$ cat config.mk
export PLATFORM = sky130hd
export DESIGN_NAME = mode_ctrl
export DESIGN_NICKNAME = d
export VERILOG_FILES = /design/src/rtl/mode_ctrl_pkg.sv /design/src/rtl/mode_ctrl.sv
export SDC_FILE = /design/constraint.sdc
export NUM_CORES = 1
export LEC_CHECK = 0
export BUFFER_PORTS_ARGS = -buffer_cell sky130_fd_sc_hd__buf_4
export CAP_MARGIN = 20
export CORE_ASPECT_RATIO = 1.5
export CORE_MARGIN = 2
export CORE_UTILIZATION = 30
export CTS_CLUSTER_SIZE = 12
export DETAILED_ROUTE_END_ITERATION = 8
export MAX_ROUTING_LAYER = met4
export PLACE_DENSITY = 0.52
export SLEW_MARGIN = 25
export SYNTH_ARGS = -nofsm -noshare
export SYNTH_HDL_FRONTEND = slang
export SYNTH_SLANG_ARGS = --single-unit
$ cat constraint.sdc
create_clock -name core_clk -period 1.9 [get_ports core_clk]
set_input_delay 0.38 -clock core_clk [delete_from_list [all_inputs] [get_ports core_clk]]
set_output_delay 0.38 -clock core_clk [all_outputs]
set_load 0.01 [all_outputs]
$ cat src/rtl/mode_ctrl_pkg.sv
// package: register map, field layout, reset values and mode encodings of the mode/system block
package mode_ctrl_pkg;

  // ---------------------------------------------------------------------------
  // register map
  // ---------------------------------------------------------------------------
  localparam logic [7:0] MODE_PIN_SENSE_OFS = 8'h3b;
  localparam logic [7:0] SYSTEM_CONTROL_OFS = 8'h39;

  // ---------------------------------------------------------------------------
  // field positions
  // ---------------------------------------------------------------------------
  localparam int SENSE_FIXED_ONE_BIT = 7;
  localparam int SENSE_RSV_HI        = 6;
  localparam int SENSE_RSV_LO        = 3;
  localparam int SENSE_MODE_HI       = 2;
  localparam int SYSTEM_CONTROL_RSV7_BIT      = 7;
  localparam int SYSTEM_CONTROL_RSV6_BIT      = 6;
  localparam int IRQ_MODE_HI_BIT     = 5;
  localparam int IRQ_MODE_LO_BIT     = 4;
  localparam int NMI_EDGE_BIT        = 3;
  localparam int SYSTEM_CONTROL_RSV2_BIT      = 2;
  localparam int SYSTEM_CONTROL_RSV1_BIT      = 1;
  localparam int RAM_ON_BIT          = 0;

  // ---------------------------------------------------------------------------
  // reset values and masks
  // ---------------------------------------------------------------------------
  localparam logic [7:0] SYSTEM_CONTROL_RESET      = 8'h01;
  localparam logic [7:0] SYSTEM_CONTROL_WRITE_MASK = 8'hbb;
  localparam logic [7:0] SENSE_FIXED      = 8'h80;
  localparam logic [2:0] SENSE_RESET      = 3'h0;

  // ---------------------------------------------------------------------------
  // timing
  // ---------------------------------------------------------------------------
  // edges after reset release before the strap pipeline holds real pin levels
  localparam logic [1:0] SYNC_FILL_CYCLES = 2'h3;

  // ---------------------------------------------------------------------------
  // encodings
  // ---------------------------------------------------------------------------
  localparam logic [1:0] IRQ_MODE_0 = 2'h0;
  localparam logic [1:0] IRQ_MODE_2 = 2'h2;

  typedef enum logic [2:0] {
    MODE_0 = 3'b000,
    MODE_1 = 3'b001,
    MODE_2 = 3'b010,
    MODE_3 = 3'b011,
    MODE_4 = 3'b100,
    MODE_5 = 3'b101,
    MODE_6 = 3'b110,
    MODE_7 = 3'b111
  } mcu_mode_t;

  // on-chip rom usable size in kbytes for normal and advanced rom-enabled modes
  localparam logic [6:0] ROM_KB_NORMAL = 7'd56;
  localparam logic [6:0] ROM_KB_FULL   = 7'd64;

  // port roles after decode
  typedef struct packed {
    logic       expanded;
    logic       advanced;
    logic       rom_on;
    logic       ext_blocked;
    logic       bus16;
    logic [2:0] addr_ports;     // a, b, c: 1 = address output
    logic       port_d_data;
    logic       port_e_data;
    logic       port_f_ctrl;    // pins 6..3 as bus control / clock
    logic       mode_valid;
    logic [6:0] rom_kbytes;
  } mode_cfg_t;

endpackage : mode_ctrl_pkg

$ cat src/rtl/mode_ctrl.sv
// mode sense register, system control register and operating mode decode
//
// Operation
// - mode sense register is eight bits, read only, bit seven reads one.
// - mode sense bits six to three always read zero.
// - low three sense bits mirror the mode pins; writes ignored.
// - pins latched on sense read; power-on reset clears, manual reset keeps.
// - system control bits six and two read zero, read only.
// - irq mode field: 00 mode 0 default, 10 mode 2; 01/11 forbidden.
// - nmi edge bit: zero falling edge default, one rising edge.
// - ram enable bit resets to one; standby does not reinitialise it.
// - mode 1 eight-bit bus, b/c address, d data, 16-bit adds e.
// - mode 2 normal, rom on, b/c inputs until direction bit set.
// - modes 2 and 3 limit usable rom to 56 kbytes.
// - modes 3 and 7 rom on, external blocked, all ports general.
// - mode 4 16 Mbyte, rom off, a-c address, d/e data, 16-bit; code drops to eight-bit with e off when all areas are eight-bit.
// - modes 5 and 6 start eight-bit, go 16-bit when any area is.
// - mode 6 16 Mbyte, rom on, a-c inputs until direction bit set.
// - expanded modes use port f pins 6..3 as control; single-chip general.
// - pins decode binary; small variant valid 1,4,5; 1-3 normal, 4-7 advanced.
//
// Our own choices: the address map and strobed register access.
`timescale 1ns/1ps
module mode_ctrl
  import mode_ctrl_pkg::*;
#(
  parameter bit SMALL_VARIANT = 1'b0
) (
  // clock and resets
  input  wire logic       core_clk,
  input  wire logic       arst_n,
  input  wire logic       manual_rst,
  // register port
  input  wire logic [7:0] reg_addr,
  input  wire logic [7:0] reg_wdata,
  input  wire logic       reg_wr,
  input  wire logic       reg_rd,
  output logic      [7:0] reg_rdata,
  // strap pins
  input  wire logic [2:0] mode_pin,
  // bus controller status
  input  wire logic       any_area_16,
  input  wire logic       all_area_8,
  input  wire logic [2:0] port_ddr_addr,
  // nmi input and standby
  input  wire logic       nmi_in,
  input  wire logic       sw_standby,
  // decoded outputs
  output logic      [1:0] irq_ctrl_mode,
  output logic            irq_use_priority,
  output logic            nmi_req,
  output logic            ram_on,
  output mode_cfg_t       mode_cfg
);

  // ---------------------------------------------------------------------------
  // pin and nmi synchronisers
  // ---------------------------------------------------------------------------
  logic [2:0] pin_s1_ff, pin_s2_ff, pin_s3_ff;
  logic       nmi_s1_ff, nmi_s2_ff, nmi_s3_ff;
  logic       nmi_lvl_ff;
  logic [2:0] pin_lvl_ff;

  always_ff @(posedge core_clk or negedge arst_n) begin
    if (!arst_n) begin
      pin_s1_ff <= 3'h0;
      pin_s2_ff <= 3'h0;
      pin_s3_ff <= 3'h0;
      nmi_s1_ff <= 1'b1;
      nmi_s2_ff <= 1'b1;
      nmi_s3_ff <= 1'b1;
    end else begin
      pin_s1_ff <= mode_pin;
      pin_s2_ff <= pin_s1_ff;
      pin_s3_ff <= pin_s2_ff;
      nmi_s1_ff <= nmi_in;
      nmi_s2_ff <= nmi_s1_ff;
      nmi_s3_ff <= nmi_s2_ff;
    end
  end

  // a level is taken once the second and third stages agree
  always_ff @(posedge core_clk or negedge arst_n) begin
    if (!arst_n) begin
      pin_lvl_ff <= 3'h0;
      nmi_lvl_ff <= 1'b1;
    end else begin
      for (int i = 0; i < 3; i++) begin
        if (pin_s2_ff[i] == pin_s3_ff[i]) pin_lvl_ff[i] <= pin_s3_ff[i];
      end
      if (nmi_s2_ff == nmi_s3_ff) nmi_lvl_ff <= nmi_s3_ff;
    end
  end

  // ---------------------------------------------------------------------------
  // mode sense latch
  // ---------------------------------------------------------------------------
  logic       sense_rd;
  logic [2:0] sense_ff;
  logic [2:0] mode_latch_ff;
  logic       mode_known_ff;
  logic [1:0] sync_fill_ff;

  assign sense_rd = reg_rd && (reg_addr == MODE_PIN_SENSE_OFS);

  // arst_n is power-on reset; manual_rst does not touch the latch
  always_ff @(posedge core_clk or negedge arst_n) begin
    if (!arst_n) begin
      sense_ff <= SENSE_RESET;
    end else if (sense_rd) begin
      sense_ff <= pin_lvl_ff;
    end
  end

  // the pin pipeline still holds reset zeros for the first edges after release
  always_ff @(posedge core_clk or negedge arst_n) begin
    if (!arst_n) begin
      sync_fill_ff <= 2'h0;
    end else if (sync_fill_ff != SYNC_FILL_CYCLES) begin
      sync_fill_ff <= sync_fill_ff + 2'h1;
    end
  end

  // operating mode is taken from the straps once after reset release
  always_ff @(posedge core_clk or negedge arst_n) begin
    if (!arst_n) begin
      mode_latch_ff <= 3'h0;
      mode_known_ff <= 1'b0;
    end else if (!mode_known_ff && sync_fill_ff == SYNC_FILL_CYCLES
                 && pin_s2_ff == pin_s3_ff) begin
      mode_latch_ff <= pin_s3_ff;
      mode_known_ff <= 1'b1;
    end
  end

  // ---------------------------------------------------------------------------
  // system control register
  // ---------------------------------------------------------------------------
  logic [7:0] sysctl_ff;
  logic       sysctl_wr;

  assign sysctl_wr = reg_wr && (reg_addr == SYSTEM_CONTROL_OFS);

  // standby does not reset the register; only arst_n and manual_rst do
  always_ff @(posedge core_clk or negedge arst_n) begin
    if (!arst_n) begin
      sysctl_ff <= SYSTEM_CONTROL_RESET;
    end else if (manual_rst) begin
      sysctl_ff <= SYSTEM_CONTROL_RESET;
    end else if (sysctl_wr) begin
      sysctl_ff <= reg_wdata & SYSTEM_CONTROL_WRITE_MASK;
    end
  end

  assign irq_ctrl_mode    = sysctl_ff[IRQ_MODE_HI_BIT:IRQ_MODE_LO_BIT];
  assign irq_use_priority = (irq_ctrl_mode == IRQ_MODE_2);
  assign ram_on           = sysctl_ff[RAM_ON_BIT];

  // ---------------------------------------------------------------------------
  // nmi edge detect
  // ---------------------------------------------------------------------------
  logic nmi_prev_ff;
  logic nmi_req_ff;

  always_ff @(posedge core_clk or negedge arst_n) begin
    if (!arst_n) begin
      nmi_prev_ff <= 1'b1;
      nmi_req_ff  <= 1'b0;
    end else begin
      nmi_prev_ff <= nmi_lvl_ff;
      if (sysctl_ff[NMI_EDGE_BIT])
        nmi_req_ff <= nmi_lvl_ff && !nmi_prev_ff;
      else
        nmi_req_ff <= !nmi_lvl_ff && nmi_prev_ff;
    end
  end

  assign nmi_req = nmi_req_ff;

  // ---------------------------------------------------------------------------
  // read data
  // ---------------------------------------------------------------------------
  logic [7:0] rdata_ff;

  always_ff @(posedge core_clk or negedge arst_n) begin
    if (!arst_n) begin
      rdata_ff <= 8'h00;
    end else if (sense_rd) begin
      rdata_ff <= SENSE_FIXED | {5'h00, pin_lvl_ff};
    end else if (reg_rd && reg_addr == SYSTEM_CONTROL_OFS) begin
      rdata_ff <= sysctl_ff;
    end else begin
      rdata_ff <= 8'h00;
    end
  end

  assign reg_rdata = rdata_ff;

  // ---------------------------------------------------------------------------
  // mode decode
  // ---------------------------------------------------------------------------
  mode_cfg_t cfg_c;
  mcu_mode_t mode_c;

  assign mode_c = mcu_mode_t'(mode_latch_ff);

  always_comb begin
    cfg_c            = '0;
    cfg_c.advanced   = mode_latch_ff[2];
    cfg_c.mode_valid = mode_known_ff;
    case (mode_c)
      MODE_1: begin
        cfg_c.expanded    = 1'b1;
        cfg_c.bus16       = any_area_16;
        cfg_c.addr_ports  = 3'b011;
        cfg_c.port_d_data = 1'b1;
        cfg_c.port_e_data = any_area_16;
      end
      MODE_2: begin
        cfg_c.expanded    = 1'b1;
        cfg_c.rom_on      = 1'b1;
        cfg_c.rom_kbytes  = ROM_KB_NORMAL;
        cfg_c.bus16       = any_area_16;
        cfg_c.addr_ports  = {1'b0, port_ddr_addr[1:0]};
        cfg_c.port_d_data = 1'b1;
        cfg_c.port_e_data = any_area_16;
      end
      MODE_3: begin
        cfg_c.rom_on      = 1'b1;
        cfg_c.rom_kbytes  = ROM_KB_NORMAL;
        cfg_c.ext_blocked = 1'b1;
      end
      MODE_4: begin
        cfg_c.expanded    = 1'b1;
        cfg_c.bus16       = !all_area_8;
        cfg_c.addr_ports  = 3'b111;
        cfg_c.port_d_data = 1'b1;
        cfg_c.port_e_data = !all_area_8;
      end
      MODE_5: begin
        cfg_c.expanded    = 1'b1;
        cfg_c.bus16       = any_area_16;
        cfg_c.addr_ports  = 3'b111;
        cfg_c.port_d_data = 1'b1;
        cfg_c.port_e_data = any_area_16;
      end
      MODE_6: begin
        cfg_c.expanded    = 1'b1;
        cfg_c.rom_on      = 1'b1;
        cfg_c.rom_kbytes  = ROM_KB_FULL;
        cfg_c.bus16       = any_area_16;
        cfg_c.addr_ports  = port_ddr_addr;
        cfg_c.port_d_data = 1'b1;
        cfg_c.port_e_data = any_area_16;
      end
      MODE_7: begin
        cfg_c.rom_on      = 1'b1;
        cfg_c.rom_kbytes  = ROM_KB_FULL;
        cfg_c.ext_blocked = 1'b1;
      end
      default: begin
        cfg_c.ext_blocked = 1'b1;
        cfg_c.mode_valid  = 1'b0;
      end
    endcase
    cfg_c.port_f_ctrl = cfg_c.expanded;
    if (SMALL_VARIANT && !(mode_c == MODE_1 || mode_c == MODE_4 || mode_c == MODE_5))
      cfg_c.mode_valid = 1'b0;
  end

  always_ff @(posedge core_clk or negedge arst_n) begin
    if (!arst_n) begin
      mode_cfg <= '0;
    end else begin
      mode_cfg <= cfg_c;
    end
  end
endmodule : mode_ctrl

Word level (Yosys, flattened, before mapping)
Cells that the tools add are included.
{"block": "word_totals", "ff_bits": 58, "input_bits": 31, "output_inout_bits": 32, "word_cells": 73}
{"block": "op_classes", "add_sub_neg": 1, "eq_ne": 17, "mux": 11, "n_reduce_logical": 17}
{"cell": "$mux 8", "count": 4}
{"cell": "$pmux 6 s5", "count": 1}
{"cell": "$eq 8x6->1 const B", "count": 2}
{"cell": "$pmux 7 s2", "count": 1}
{"cell": "$eq 3x3->1 const B", "count": 4}
{"cell": "$logic_and 1x1->1", "count": 7}
{"cell": "$reduce_or 7->1", "count": 1}
{"cell": "$eq 3x2->1 const B", "count": 2}
{"cell": "$mux 1", "count": 5}
{"cell": "$reduce_or 5->1", "count": 1}
{"cell": "$eq 1x1->1", "count": 4}
{"cell": "$eq 2x2->1 const B", "count": 2}
{"cell": "$logic_not 1->1", "count": 4}
{"cell": "$reduce_or 2->1", "count": 2}
{"cell": "$reduce_or 4->1", "count": 1}
{"cell": "$eq 3x1->1 const B", "count": 1}
{"cell": "$eq 3x3->1", "count": 1}
{"cell": "$add 2x1->2 const B", "count": 1}
{"cell": "$ne 2x2->1 const B", "count": 1}
{"cell": "$reduce_bool 2->1", "count": 1}

Longest topological paths before layout
{"block": "logic_depth", "word_depth": 4, "mapped_depth": 4, "ltp_nobuf": 4}

Worst setup path after synthesis
No wires, ideal clock.
{"block": "synth_timing", "kind": "register to register", "from": "reg sync_fill_ff[0]", "to": "reg mode_latch_ff[0], in the netlist mode_c[0]", "setup_time_ns": 0.125, "arrival_ns": 1.273, "t_required_ns": 1.775, "setup_slack_ns": 0.503, "stages_incl_launch_ff": 5, "n_path_buf": 0, "synth_period_minus_slack_ns": 1.397, "path_cell_list": "dfrtp_1 ha_1 nand2b_1 nor4_4 mux2_2"}
{"block": "synth_between", "elab_chain_len": 3}
{"item": "start: declaration", "line": "mode_ctrl.sv:102", "rtl": "logic [1:0] sync_fill_ff;"}
{"item": "start signal: assignment", "line": "mode_ctrl.sv:120", "rtl": "sync_fill_ff <= sync_fill_ff + 2'h1;"}
{"item": "$eq 2x2->1", "line": "mode_ctrl.sv:129", "rtl": "end else if (!mode_known_ff && sync_fill_ff == SYNC_FILL_CYCLES"}
{"item": "$logic_and 1x1->1", "line": "mode_ctrl.sv:129"}
{"item": "$logic_and 1x1->1", "line": "mode_ctrl.sv:130", "rtl": "&& pin_s2_ff == pin_s3_ff) begin"}
{"item": "end signal: assignment", "line": "mode_ctrl.sv:131", "rtl": "mode_latch_ff <= pin_s3_ff;"}
{"item": "end: declaration", "line": "mode_ctrl.sv:100", "rtl": "logic [2:0] mode_latch_ff;"}
No other way between the ends.
A chain may end at the register's enable or synchronous reset.

Worst setup path in the final report
Same ends and word-level chain as after synthesis.

==> impl_metrics.tcl <==
set metrics [dict create \
    worst_pin_slew_ns 0.605 \
    clock-sinks 49 \
    dp_hpwl_mm 2.47 \
    synth_area_sq_um 1890 \
    first_global_vias 1127 \
    arrival_ns 1.69 \
    routedWlPerCell_um 12.5 \
    grt_pass1_wl_mm 5.59 \
    synth_top_area_share 0.569 \
    drive_above_1_share 0.402 \
    io_pins 63 \
    crit_chain "ha_1 > nand2b_1 > nor4_4 > mux2_2" \
    grt.total_usage 0.112 \
    final_max_slew_viol_count 0 \
    cap_violations 0 \
    synth_edf_count 0 \
    cts_hold_buf 0 \
    yosysUniqueCellTypes 30 \
    rsz0062_at_grt "false" \
    syn_area_per_cell_sq_um 13.8 \
    place_congestion 0.678 \
    hold_viol 0 \
    slowest_stage "dfrtp_1" \
    ys_seq_area_frac 0.653 \
    cts_resized 0 \
    slew_headroom 0.597 \
    fin_setup_tns_ns 0 \
    dpl_worst_slack_ns 0.245 \
    ff_latch_area_sq_um 1230 \
    required_ns 2.08 \
    core_area_sq_um 6130 \
    syn_to_final_growth_pct 26.5 \
    cp_max_fo 4 \
    ys_ff_latch 49 \
    synth-adder-area-share 0.0278 \
    yosys_warnings 0 \
    multi_input_area_sq_um 548 \
    yosys.area_share.simple 0.148 \
    clock.fmax_mhz 663 \
    post-cts-setup-buffers 0 \
    synth_compound_area_frac 0.0212 \
    cts_buffers 5 \
    rows 35 \
    via_per_inst 4.13 \
    ctsLongestPathBuffers 2 \
    status "finished clean" \
    start_util 0.308 \
    cts_root_buf "clkbuf_8" \
    die_y_um 101 \
    first_pass_iters 3 \
    gr-total-overflow 0 \
    synthXorXnorAreaFrac 0.0185 \
    min_period_ns 1.51 \
    drt_first_iter_violations 60 \
    skew_ns 0.00643 \
    cts_htree_levels 2 \
    grt_max_degree 50 \
    antenna_found_initial 0 \
    netlist_instances 137 \
    nNetsFinal 220 \
    r2r_setup_slack_ns 0.39 \
    antennaDiodeCount 0 \
    port_buffers 55 \
    route.detailed.drc 0 \
    max-vdd-ir-drop_mv 0.263 \
    insertion_delay_ns 0.29 \
    cp_slowest_stage_delay_ns 0.37 \
    period_share 0.794 \
    fin_ws_ns 0.391 \
    synthArstFlopShare 1.00 \
    critPathLaunchType "flop" \
    ys.flop_type "dfrtp_1" \
    p_leak_nw 1.11 \
    critPathKind "reg2reg" \
    die_area_sq_um 6970 \
    synth_top_family_by_area "simple AND/OR/NAND/NOR gates" \
    nFillCells 612 \
    ant_nets 0 \
    finalSetupViolations 0 \
    worstHoldPathType "in2async" \
    wl_mm 3.30 \
    synth.largest_area_cell "dfrtp_1" \
    endpoint_kind "flop" \
    yosys-top-cells-area "dfrtp_1 (57%), dfstp_2 (8.3%), nand2b_1 (4.3%), mux2i_1 (4.2%), buf_4 (4.0%)" \
    cts_tree "done" \
    synthMuxAreaShare 0.0662 \
    clk_pin_slew_ns 0.08 \
    die_x_um 68.8 \
    power-per-cell-area_nw_per_um2 1070 \
    vias 1085 \
]
cell families after synthesis:
logic type	count (synthesis)
DFF	49
and+or+nand+nor	39
buffers and inverters	20
muxes	12
AOI/OAI and AO/OA	7
adders and majority gates	5
xor gates and xnor gates	4
other	1
state kept, by name (all words and copies together), names as in the netlist, 2 cells and up:
name,cells
sysctl_ff,6
mode_c,3
reg_rdata,7
sync_fill_ff,2
mode_cfg,12
pin_s2_ff,3
pin_s3_ff,3
pin_lvl_ff,3
pin_s1_ff,3
per-stage QoR:
step | utilization | total power, W | hold WS (ns) | instances | instance area, sq um
floorplan | - | 0.00172 | 0.0844 | 140 | 1900
global placement | 0.377 | 0.00200 | 0.332 | 255 | 2310
detailed placement | 0.377 | 0.00202 | 0.343 | 255 | 2310
CTS | 0.390 | 0.00261 | 0.102 | 263 | 2390
global route | 0.390 | 0.00273 | 0.138 | 263 | 2390
finish | 0.390 | 0.00255 | 0.0957 | 263 | 2390
synth_stat cells (2+ instances only):
cell type / instances
clkbuf_1: 3
buf_4: 10
dfstp_2: 6
nor4_4: 2
dfrtp_1: 43
mux2_2: 4
inv_1: 6
maj3_1: 4
nand2b_1: 13
o21ai_0: 2
xor2_1: 3
and2_1: 4
a21oi_1: 3
mux2i_1: 8
nor2b_1: 3
nand3b_1: 3
nor2_1: 7
layout by cell type, fill, tap and decap left out:
master / Yosys / routed
a21boi_0: 1 / 1
a21o_1: 1 / 1
a21oi_1: 3 / 3
and2_1: 4 / 4
buf_4: 10 / 55
clkbuf_1: 3 / 2
clkbuf_8: 0 / 5
clkinv_2: 0 / 1
conb_1: 1 / 4
dfrtp_1: 43 / 43
dfstp_2: 6 / 6
ha_1: 1 / 1
inv_1: 6 / 6
maj3_1: 4 / 4
mux2_2: 4 / 4
mux2i_1: 8 / 8
nand2_1: 1 / 1
nand2b_1: 13 / 13
nand3b_1: 3 / 3
nand4bb_4: 1 / 1
nor2_1: 7 / 7
nor2b_1: 3 / 3
nor3_1: 1 / 1
nor3b_1: 1 / 1
nor4_1: 1 / 1
nor4_4: 2 / 2
o21ai_0: 2 / 2
or2_2: 1 / 1
or3_2: 1 / 1
xnor2_1: 1 / 1
xor2_1: 3 / 3
routing by layer:
| metal | global-route usage | wire length, um |
|---|---|---|
| met5 | - | 0 |
| met4 | 0.0588 | 73 |
| met3 | 0.0200 | 160 |
| met2 | 0.179 | 1810 |
| met1 | 0.132 | 1260 |
path summary, 6_finish.rpt:
| check | start | endpoint | cells after the start |
|---|---|---|---|
| min in group core_clk | mode_pin[1] | pin_s1_ff[1] | 1 |
| max in group asynchronous | arst_n | nmi_req | 1 |
| min reg2reg | pin_s1_ff[1] | pin_s2_ff[1] | 0 |
| max | sync_fill_ff[0] | mode_c[0] | 4 |
| min | arst_n | mode_cfg[17] | 1 |
| max reg2reg | sync_fill_ff[0] | mode_c[0] | 4 |
critical path, delay by kind of cell, from the launching register on:
family	cells	cell delay, ns
adders and majority gates	1	0.22
muxes	1	0.37
and+or+nand+nor	2	0.44
DFF	1	0.37
final cells by class:
type / count / share of cell area
clock buffers: 7 / 0.0319
clock inverters: 1 / 0.00209
inverters: 6 / 0.00942
multi-input cells: 71 / 0.229
flip-flops and latches: 49 / 0.516
well taps: 74 / 0.0387
repair buffers: 55 / 0.173
report_power, final:
part           switching, W  total, W  internal, W
sequential         0.000118   0.00135      0.00124
clock              0.000314  0.000573     0.000259
combinational      0.000273  0.000623     0.000350
total              0.000705   0.00255      0.00185
(Power assumes the default switching activity.)
